`src/osc_switch_defs.svh`:
```
`ifndef OSC_SWITCH_DEFS_SVH
`define OSC_SWITCH_DEFS_SVH

// ----------------------------------------------------------------
// register byte offsets
// ----------------------------------------------------------------
`define OFS_CTRL 5'h00
`define OFS_UNLOCK 5'h04
`define OFS_IRQ_STAT 5'h08
`define OFS_IRQ_CLR 5'h0C
`define OFS_IRQ_EN 5'h10

// ----------------------------------------------------------------
// oscillator_control field positions and reset values
// ----------------------------------------------------------------
`define CTRL_CURRENT_SOURCE_STATUS_MSB 14
`define CTRL_CURRENT_SOURCE_STATUS_LSB 12
`define CTRL_NEW_SOURCE_SELECT_MSB 10
`define CTRL_NEW_SOURCE_SELECT_LSB 8
`define CTRL_LOCK_BIT 5
`define CTRL_CF_BIT 3
`define CTRL_SECONDARY_OSC_ENABLE_BIT 1
`define CTRL_SWITCH_REQUEST_BIT_BIT 0
`define CTRL_SRC_RESET 3'h0
`define IRQ_RESET 3'h0

// ----------------------------------------------------------------
// unlock keys, written in this order to the unlock register
// ----------------------------------------------------------------
`define UNLOCK_KEY1 8'h9A
`define UNLOCK_KEY2 8'h65

// ----------------------------------------------------------------
// source codes, primary submodes, oscillator enable indices
// ----------------------------------------------------------------
`define SRC_FRC 3'h0
`define SRC_FRC_PLL 3'h1
`define SRC_PRI 3'h2
`define SRC_PRI_PLL 3'h3
`define SRC_SEC 3'h4
`define SRC_LOW_POWER_RC_OSC 3'h5
`define SUB_EC 2'h0
`define SUB_XT 2'h1
`define SUB_HS 2'h2
`define OSC_IDX_PRI 0
`define OSC_IDX_SEC 1
`define OSC_IDX_FRC 2
`define OSC_IDX_LOW_POWER_RC_OSC 3

// ----------------------------------------------------------------
// timing and interrupt bits
// ----------------------------------------------------------------
`define SETTLE_EDGES 4'hA
`define INIT_SETTLE 2'h2
`define IRQ_DONE 0
`define IRQ_ABORT 1
`define IRQ_FAIL 2

`endif

```
`src/osc_switch_pkg.sv`:
```
package osc_switch_pkg;

	typedef enum logic [4:0] {
		ST_IDLE = 5'h01,
		ST_CHECK = 5'h02,
		ST_WAIT = 5'h04,
		ST_COUNT = 5'h08,
		ST_SWAP = 5'h10
	} fsm_t;

	typedef logic [2:0] src_t;

	typedef struct packed {
		logic read;
		logic write;
		logic [4:0] address;
		logic [31:0] writedata;
		logic [3:0] byteenable;
	} avs_req_t;

	typedef struct packed {
		logic fuse_dis;
		src_t init_src;
		logic [1:0] submode;
		logic oscillator_startup_timer;
		logic lock;
		logic new_clk;
		logic fail;
	} pin_sync_t;

	typedef struct packed {
		pin_sync_t s1;
		pin_sync_t s2;
		logic clk_d;
		logic fail_d;
		logic [1:0] init_cnt;
		logic init_done;
		fsm_t fsm;
		logic ack;
		logic [31:0] rdata;
		logic key1_seen;
		logic win_open;
		src_t current_source_status;
		src_t new_source_select;
		src_t target;
		logic secondary_osc_enable;
		logic switch_request_bit;
		logic lock;
		logic cf;
		logic [3:0] edge_cnt;
		logic [2:0] irq_stat;
		logic [2:0] irq_en;
		logic [3:0] osc_en;
		logic pll_en;
		src_t clk_sel;
	} state_t;

endpackage : osc_switch_pkg

```
`src/system_clock_switch_controller.sv`:
```
// Our own choices: the Avalon-MM slave port and the placing of the registers.
`timescale 1ns/10ps
`include "osc_switch_defs.svh"
// Function
// switching and fail-safe monitor work only when the enable fuse holds 0
// when disabled, new-source field is ignored; status shows the initial-source fuse
// when disabled, switch-request writes do nothing and the bit reads 0
// software unlocks, writes new-source in upper byte, unlocks, sets request low byte
// request with new-source equal to current source clears request and aborts
// a valid switch start clears lock status and clock-fail flag
// target oscillator is started; crystal targets wait for start-up timer
// multiplier targets wait until multiplier lock is reported
// ten target clock edges pass before the system clock moves
// on completion the request clears and new-source copies into current source
// old source stops, except low-power RC for watchdog/monitor and enabled secondary
// software must route between the two multiplier modes through plain fast RC
// primary submode comes only from its fuse field, never from software
// control register resets only on power-on reset
// control bit 1 enables the secondary low-power oscillator
// control bit 0 requests a switch and reads 0 once it completes
// any of six sources may be chosen at any time through the unlock guard
// the bus keeps serving software throughout a switch
// each unlock opens one byte write; other control writes are ignored
module system_clock_switch_controller (
	input wire logic mclk_i, // system clock, 10 MHz
	input wire logic rst_i, // power-on reset, async, active high
	input wire logic soft_rst_i, // any other reset cause, sync
	input wire osc_switch_pkg::avs_req_t avs_i, // avalon request group
	output logic [31:0] avs_readdata_o, // avalon read data
	output logic avs_waitrequest_o, // avalon wait request
	input wire logic clock_switch_enable_fuse_i, // 0 enables switching
	input wire logic [2:0] initial_source_fuse_i, // source after power-on
	input wire logic [1:0] primary_submode_fuse_i, // primary submode
	input wire logic watchdog_enable_i, // watchdog needs low-power rc
	input wire logic ost_expired_i, // start-up timer expired
	input wire logic pll_lock_i, // multiplier lock detect
	input wire logic target_clk_i, // raw clock of the sources
	input wire logic clock_fail_i, // fail-safe monitor fail level
	output logic [3:0] osc_enable_o, // pri, sec, frc, low_power_rc_osc enables
	output logic multiplier_enable_o, // multiplier power
	output logic [2:0] sys_clk_select_o, // source driving system clock
	output logic [1:0] primary_submode_o, // submode to primary pad logic
	output logic switch_busy_o, // switch sequence running
	output logic irq_o // level interrupt
);

	osc_switch_pkg::state_t st;
	osc_switch_pkg::state_t n;
	osc_switch_pkg::pin_sync_t pins_now;
	logic sw_en;
	logic keep_low_power_rc_osc;
	logic req;
	logic acc;
	logic clk_rise;
	logic [2:0] irq_ev;
	logic [2:0] irq_clr;
	logic [15:0] ctrl_view;
	logic [31:0] rd_mux;
	osc_switch_pkg::src_t current_source_status_view;

	// ----------------------------------------------------------------
	// source helpers
	// ----------------------------------------------------------------
	function automatic logic [3:0] src_mask(input logic [2:0] s);
		logic [3:0] m;
		m = 4'h0;
		case (s)
			`SRC_PRI, `SRC_PRI_PLL: m[`OSC_IDX_PRI] = 1'b1;
			`SRC_SEC: m[`OSC_IDX_SEC] = 1'b1;
			`SRC_LOW_POWER_RC_OSC: m[`OSC_IDX_LOW_POWER_RC_OSC] = 1'b1;
			default: m[`OSC_IDX_FRC] = 1'b1;
		endcase
		return m;
	endfunction : src_mask

	function automatic logic uses_pll(input logic [2:0] s);
		return (s == `SRC_FRC_PLL) || (s == `SRC_PRI_PLL);
	endfunction : uses_pll

	function automatic logic is_crystal(input logic [2:0] s, input logic [1:0] sub);
		logic pri;
		pri = (s == `SRC_PRI) || (s == `SRC_PRI_PLL);
		return (s == `SRC_SEC) || (pri && (sub == `SUB_XT || sub == `SUB_HS));
	endfunction : is_crystal

	// ----------------------------------------------------------------
	// combinational views
	// ----------------------------------------------------------------
	assign pins_now = '{fuse_dis: clock_switch_enable_fuse_i,
		init_src: initial_source_fuse_i,
		submode: primary_submode_fuse_i,
		oscillator_startup_timer: ost_expired_i,
		lock: pll_lock_i,
		new_clk: target_clk_i,
		fail: clock_fail_i};

	assign sw_en = ~st.s2.fuse_dis;
	// fail-safe monitor lives with switching, so either keeps low_power_rc_osc alive
	assign keep_low_power_rc_osc = watchdog_enable_i | sw_en;
	assign current_source_status_view = sw_en ? st.current_source_status : st.s2.init_src;
	assign clk_rise = st.s2.new_clk & ~st.clk_d;
	assign req = avs_i.read | avs_i.write;
	assign acc = req & st.ack;

	always_comb begin
		ctrl_view = 16'h0000;
		ctrl_view[`CTRL_CURRENT_SOURCE_STATUS_MSB:`CTRL_CURRENT_SOURCE_STATUS_LSB] = current_source_status_view;
		ctrl_view[`CTRL_NEW_SOURCE_SELECT_MSB:`CTRL_NEW_SOURCE_SELECT_LSB] = st.new_source_select;
		ctrl_view[`CTRL_LOCK_BIT] = st.lock;
		ctrl_view[`CTRL_CF_BIT] = st.cf;
		ctrl_view[`CTRL_SECONDARY_OSC_ENABLE_BIT] = st.secondary_osc_enable;
		ctrl_view[`CTRL_SWITCH_REQUEST_BIT_BIT] = st.switch_request_bit & sw_en;
	end

	always_comb begin
		rd_mux = 32'h0000_0000;
		case (avs_i.address)
			`OFS_CTRL: rd_mux[15:0] = ctrl_view;
			`OFS_IRQ_STAT: rd_mux[2:0] = st.irq_stat;
			`OFS_IRQ_EN: rd_mux[2:0] = st.irq_en;
			default: rd_mux = 32'h0000_0000;
		endcase
	end

	// ----------------------------------------------------------------
	// next state
	// ----------------------------------------------------------------
	always_comb begin
		n = st;
		irq_ev = 3'h0;
		irq_clr = 3'h0;
		n.s1 = pins_now;
		n.s2 = st.s1;
		n.clk_d = st.s2.new_clk;
		n.fail_d = st.s2.fail;

		// the fuse straps settle through the synchroniser before being trusted
		if (!st.init_done) begin
			n.init_cnt = st.init_cnt + 2'h1;
			if (st.init_cnt == `INIT_SETTLE) begin
				n.init_done = 1'b1;
				n.current_source_status = st.s2.init_src;
				n.new_source_select = st.s2.init_src;
			end
		end

		// one wait state; read data is latched while waitrequest is high
		n.ack = req & ~st.ack;
		if (req && !st.ack) begin
			n.rdata = rd_mux;
		end

		if (acc && avs_i.write) begin
			unique case (avs_i.address)
				`OFS_CTRL: begin
					if (st.win_open) begin
						if (avs_i.byteenable[1]) begin
							n.new_source_select = avs_i.writedata[`CTRL_NEW_SOURCE_SELECT_MSB:`CTRL_NEW_SOURCE_SELECT_LSB];
						end else if (avs_i.byteenable[0]) begin
							n.secondary_osc_enable = avs_i.writedata[`CTRL_SECONDARY_OSC_ENABLE_BIT];
							// a cleared request bit cannot cancel a running switch
							if (avs_i.writedata[`CTRL_SWITCH_REQUEST_BIT_BIT] && sw_en) begin
								n.switch_request_bit = 1'b1;
							end
						end
					end
					n.win_open = 1'b0;
					n.key1_seen = 1'b0;
				end
				`OFS_UNLOCK: begin
					if (avs_i.byteenable[0]) begin
						n.key1_seen = (avs_i.writedata[7:0] == `UNLOCK_KEY1);
						n.win_open = st.key1_seen && (avs_i.writedata[7:0] == `UNLOCK_KEY2);
					end
				end
				`OFS_IRQ_CLR: irq_clr = avs_i.writedata[2:0];
				`OFS_IRQ_EN: n.irq_en = avs_i.writedata[2:0];
				default: n.win_open = st.win_open;
			endcase
		end

		if (st.s2.lock && st.pll_en) begin
			n.lock = 1'b1;
		end else if (!st.pll_en) begin
			n.lock = 1'b0;
		end

		unique case (st.fsm)
			osc_switch_pkg::ST_IDLE: begin
				if (st.switch_request_bit && sw_en && st.init_done) begin
					n.fsm = osc_switch_pkg::ST_CHECK;
				end
			end
			osc_switch_pkg::ST_CHECK: begin
				if (st.new_source_select == st.current_source_status) begin
					n.switch_request_bit = 1'b0;
					irq_ev[`IRQ_ABORT] = 1'b1;
					n.fsm = osc_switch_pkg::ST_IDLE;
				end else begin
					n.lock = 1'b0;
					n.cf = 1'b0;
					n.target = st.new_source_select;
					n.edge_cnt = 4'h0;
					n.fsm = osc_switch_pkg::ST_WAIT;
				end
			end
			osc_switch_pkg::ST_WAIT: begin
				if ((!is_crystal(st.target, st.s2.submode) || st.s2.oscillator_startup_timer) &&
					(!uses_pll(st.target) || st.lock)) begin
					n.fsm = osc_switch_pkg::ST_COUNT;
				end
			end
			osc_switch_pkg::ST_COUNT: begin
				if (clk_rise) begin
					n.edge_cnt = st.edge_cnt + 4'h1;
					if (st.edge_cnt == `SETTLE_EDGES - 4'h1) begin
						n.fsm = osc_switch_pkg::ST_SWAP;
					end
				end
			end
			osc_switch_pkg::ST_SWAP: begin
				n.current_source_status = st.target;
				n.switch_request_bit = 1'b0;
				irq_ev[`IRQ_DONE] = 1'b1;
				n.fsm = osc_switch_pkg::ST_IDLE;
			end
		endcase

		// a fresh failure wins over the start-of-switch clear
		if (st.s2.fail && !st.fail_d && sw_en) begin
			n.cf = 1'b1;
			irq_ev[`IRQ_FAIL] = 1'b1;
		end
		if (!sw_en) begin
			n.switch_request_bit = 1'b0;
		end

		n.irq_stat = (st.irq_stat & ~irq_clr) | irq_ev;

		// ----------------------------------------------------------------
		// oscillator power; the submode is never touched by software
		// ----------------------------------------------------------------
		n.clk_sel = sw_en ? n.current_source_status : st.s2.init_src;
		n.osc_en = src_mask(n.clk_sel);
		n.pll_en = uses_pll(n.clk_sel);
		if (n.fsm != osc_switch_pkg::ST_IDLE && n.fsm != osc_switch_pkg::ST_CHECK) begin
			n.osc_en = n.osc_en | src_mask(n.target);
			n.pll_en = n.pll_en | uses_pll(n.target);
		end
		if (n.secondary_osc_enable) begin
			n.osc_en[`OSC_IDX_SEC] = 1'b1;
		end
		if (keep_low_power_rc_osc) begin
			n.osc_en[`OSC_IDX_LOW_POWER_RC_OSC] = 1'b1;
		end

		// other resets spare the control register contents
		if (soft_rst_i) begin
			n.fsm = osc_switch_pkg::ST_IDLE;
			n.ack = 1'b0;
			n.rdata = 32'h0000_0000;
			n.key1_seen = 1'b0;
			n.win_open = 1'b0;
			n.edge_cnt = 4'h0;
			n.irq_stat = `IRQ_RESET;
			n.irq_en = `IRQ_RESET;
		end
	end

	// ----------------------------------------------------------------
	// state register, cleared in full only by power-on reset
	// ----------------------------------------------------------------
	always_ff @(posedge mclk_i or posedge rst_i) begin
		if (rst_i) begin
			st <= '0;
			st.fsm <= osc_switch_pkg::ST_IDLE;
			st.current_source_status <= `CTRL_SRC_RESET;
			st.new_source_select <= `CTRL_SRC_RESET;
			st.target <= `CTRL_SRC_RESET;
			st.clk_sel <= `CTRL_SRC_RESET;
			st.osc_en <= 4'h4;
		end else begin
			st <= n;
		end
	end

	assign avs_readdata_o = st.rdata;
	assign avs_waitrequest_o = req & ~st.ack;
	assign osc_enable_o = st.osc_en;
	assign multiplier_enable_o = st.pll_en;
	assign sys_clk_select_o = st.clk_sel;
	assign primary_submode_o = st.s2.submode;
	assign switch_busy_o = (st.fsm != osc_switch_pkg::ST_IDLE);
	assign irq_o = |(st.irq_stat & st.irq_en);
endmodule : system_clock_switch_controller

```
`config.mk`:
```
export PLATFORM = sky130hd
export DESIGN_NAME = system_clock_switch_controller
export DESIGN_NICKNAME = d
export VERILOG_FILES = /design/src/osc_switch_pkg.sv /design/src/system_clock_switch_controller.sv
export VERILOG_INCLUDE_DIRS = /design/src
export SDC_FILE = /design/constraint.sdc
export NUM_CORES = 1
export LEC_CHECK = 0
export BUFFER_PORTS_ARGS = -buffer_cell sky130_fd_sc_hd__buf_2
export CORE_ASPECT_RATIO = 1.75
export CORE_MARGIN = 2
export CORE_UTILIZATION = 46
export CTS_BUF_LIST = sky130_fd_sc_hd__clkbuf_8
export DETAILED_ROUTE_END_ITERATION = 8
export PLACE_DENSITY = 0.71
export SLEW_MARGIN = 40
export SYNTH_ARGS = -nofsm -noshare
export SYNTH_HDL_FRONTEND = slang
export SYNTH_SLANG_ARGS = --single-unit
```
`constraint.sdc`:
```
create_clock -name mclk_i -period 3.9 [get_ports mclk_i]
set_clock_uncertainty 0.15 [all_clocks]
set_input_delay 0.39 -clock mclk_i [delete_from_list [all_inputs] [get_ports mclk_i]]
set_output_delay 0.39 -clock mclk_i [all_outputs]
set_load 0.02 [all_outputs]
```
==> out/summary.txt <==
Status - finished, final reports clean
WP data required - 3360 ps
Post-synth EDFFs - 0
Synth Area in XOR/XNOR - 1.62%
Initial core utilization - 47.4%
Residual DRC - 0
Layout fillers - 739
Final instance area - 0.00419 sq mm
Clock sinks - 75
GRT overflow - 0
Drt via density - 5.44
Synth warnings - 0
TritonCTS Buffers - 9
Final Cycle Share - 67.9%
Fin. Hold Viols - 0
Tmin final - 2650 ps
Fin. max-slew vios - 0
Crit Path Category - reg -> out
Drt pass-1 iters - 4
Cell variety after synth - 64
Via count - 2691
Final core utilization - 52.6%
I/O pin cnt - 102
Reg clk slew, reported paths - 80 ps
Gp weighted congestion - 0.845
Unrepaired setup endpoints after global routing - false
FMAX - 0.378 GHz
Number of synthesized register bits - 75
Clk root buf - clkbuf_8
Placed wire-length estimate - 5590 um
Worst path arrival time - 2110 ps
Synth-to-Final Area Change - 11.0%
Post-synthesis compound-gate area fraction - 15.7%
DRT iter0 DRCs - 204
CTS tree - built
IO buf count - 57
Fraction of layout cells with a size suffix above 1 - 24.2%
Vias in the first global route - 2648
Wire per inst - 15.6 um
CTS H-Tree Depth - 3
Total track usage - 18.6%
Worst vdd ir - 0.000261 V
Largest delay share family, worst path - simple AND/OR/NAND/NOR gates
Slew HR - 47.8%
Avg Cell Area, Syn - 10.6 sq um
Critical Path Max Stage Delay - 610 ps
Startpoint Class - register
Pwr/cell area - 378 mW/mm^2
Setup ws final - 1250 ps
CP endpoint kind - primary output
Routed Antenna Nets - 0
Sequential cell area fraction in the yosys report - 49.8%
First-pass GRT wire length - 12800 um
Largest net degree at the start of global routing - 57
Placed inst area - 0.00387 sq mm
Yosys top cell by area - dfrtp_1
NumNets Final - 461
Setup violations, final - 0
Adder-cell share of the synthesized area - 1.33%
Synth area leaders - dfrtp_1 48%, buf_4 8.2%, nor2_1 2.5%
Worst Hold Class - in -> reg
Largest family of logic cells by synthesized area - compound AO/OA/AOI/OAI gates
Sum of negative setup slack - 0 ps
FP Rows - 43
Number of max-cap violations - 0
Resized Gates After CTS - 0
Final WL - 7710 um
Critical Path Fanout Max - 17
Worst-Skew Late Latency - 360 ps
Synth top area share - 48.4%
Die ar. - 0.00898 sq mm
Die width - 72.5 um
Initial antenna violation count - 0
CP max-delay cell - dfrtp_1
Placement Setup Slack - 1360 ps
Post-synth ARST share - 100%
Synth Area in Simple Gates - 15.5%
P_leak - 1.96 nW
Die Y - 124 um
Crit path cell chain - or3_2 > or3b_2 > buf_2
Mux share of post-synthesis cell area - 3.88%
Core ar. - 0.00796 sq mm
Max clock buf depth - 2
Ant. Diodes - 0
Post-synthesis instance area - 0.00377 sq mm
CP Buf/Inv Count - 1
Worst slew pin tran - 780 ps
Cell count after synthesis - 355
Reg2reg setup slack - 1310 ps
Post-synth top flop - dfrtp_1
==> power by group <==
| part | leakage [nW] | total [mW] | internal [mW] | switching [mW] |
|---|---|---|---|---|
| sequential | 0.938 | 0.824 | 0.804 | 0.0192 |
| clock | 0.0995 | 0.616 | 0.318 | 0.298 |
| combinational | 0.922 | 0.146 | 0.0520 | 0.0938 |
==> worst register-to-register path: cells and delay by family, from the launching register on <==
family | cells | cell delay [ps]
adders and majority gates | 1 | 260
buffers and inverters | 1 | 70
DFF | 1 | 750
AOI/OAI and AO/OA | 3 | 770
and+or+nand+nor | 1 | 510
==> final timing paths <==
| kind | startpoint | end | cells past startpoint |
|---|---|---|---|
| min in group asynchronous | rst_i | avs_readdata_o[5]$_DFFE_PP0P_ | 3 |
| min reg2reg | n[76]$_DFF_PP0_ | n[74]$_DFF_PP0_ | 0 |
| max | st[70]$_DFF_PP0_ | switch_busy_o | 3 |
| max in group asynchronous | rst_i | avs_readdata_o[2]$_DFFE_PP0P_ | 4 |
| max reg2reg | st[70]$_DFF_PP0_ | osc_enable_o[2]$_DFF_PP1_ | 6 |
| min | avs_i[13] | ctrl_view[9]$_DFF_PP0_ | 3 |
==> cells in the final DEF (no fill, tap or decap), drive strengths merged, types with 6 or more instances in the layout <==
cell type	n
a21oi	15
a22o	8
a31oi	6
buf	58
clkbuf	10
conb	21
dfrtp	73
dlygate4sd3	11
inv	21
mux2i	9
nand2	18
nand2b	8
nor2	25
nor2b	6
nor3	7
o211ai	8
o21ai	10
or3	6
==> metrics by stage <==
stage | power, mW | cells | hold slack (ps)
after floorplan | 0.953 | 375 | 181
after global placement | 0.974 | 468 | 181
after detailed placement | 0.977 | 468 | 186
after CTS | 1.60 | 495 | 116
after global routing | 1.65 | 495 | 134
final | 1.59 | 495 | 133
==> routing by layer <==
metal / vias up / wire length (um) / track usage, % / part of all wire [%]
met2: 78 / 4140 / 32.3 / 54
met5: - / 0 / 0 / 0
met4: 0 / 180 / 9.84 / 2.3
met1: 1316 / 3100 / 21.7 / 40
li1: 1284 / - / - / -
met3: 13 / 296 / 3.07 / 3.8
==> Yosys cell counts, types with 2 or more instances <==
library cell / n
dfstp_2: 2
xor2_1: 5
clkbuf_1: 7
buf_2: 2
buf_1: 2
o21bai_1: 4
o21ai_0: 10
buf_6: 3
nor4bb_1: 2
nand2b_1: 8
or2_2: 3
nand4_1: 3
nor2b_1: 6
or3b_2: 3
or3_1: 4
xnor2_1: 2
nor4_1: 2
buf_4: 41
dfrtp_1: 73
a22oi_1: 5
mux2i_1: 9
nor3b_1: 2
ha_1: 4
a22o_1: 8
o211a_1: 2
o211ai_1: 7
nor4b_1: 2
nor2_1: 25
o2111ai_1: 3
and2_1: 2
mux2_2: 5
a31oi_1: 6
nor3_1: 7
nand2_1: 18
nand3b_1: 3
a21oi_1: 15
nand3_1: 4
a311oi_1: 2
inv_1: 19
==> cell families after synthesis <==
family / count (synthesis)
multiplexers: 14
buffers and inverters: 74
adder cells (fa/ha/maj): 4
AO/OA/AOI/OAI: 79
other: 1
XOR/XNOR: 7
flip-flops: 75
AND/OR/NAND/NOR: 101
==> final cells by class <==
cell class / count / area [sq um] / area share, %
timing repair buffer: 69 / 403 / 9.61
inverter: 19 / 73.8 / 1.76
multi-input combinational: 226 / 1510 / 36.1
clock buffer: 10 / 138 / 3.28
clock inverter: 6 / 71.3 / 1.70
tap: 90 / 113 / 2.69
sequential: 75 / 1880 / 44.8
==> what timing repair did <==
item                                   CTS  global route
endpoints found under the hold margin   16             0
hold buffers                            11             0
buffers inserted                         0             0
==> state kept, by name, indices dropped and copies added, names as in the netlist <==
name                 flops
ctrl_view                6
st                      36
osc_enable_o             4
avs_readdata_o          11
n                       12
primary_submode_o        2
sys_clk_select_o         3
multiplier_enable_o      1
(Power assumes the default switching activity.)
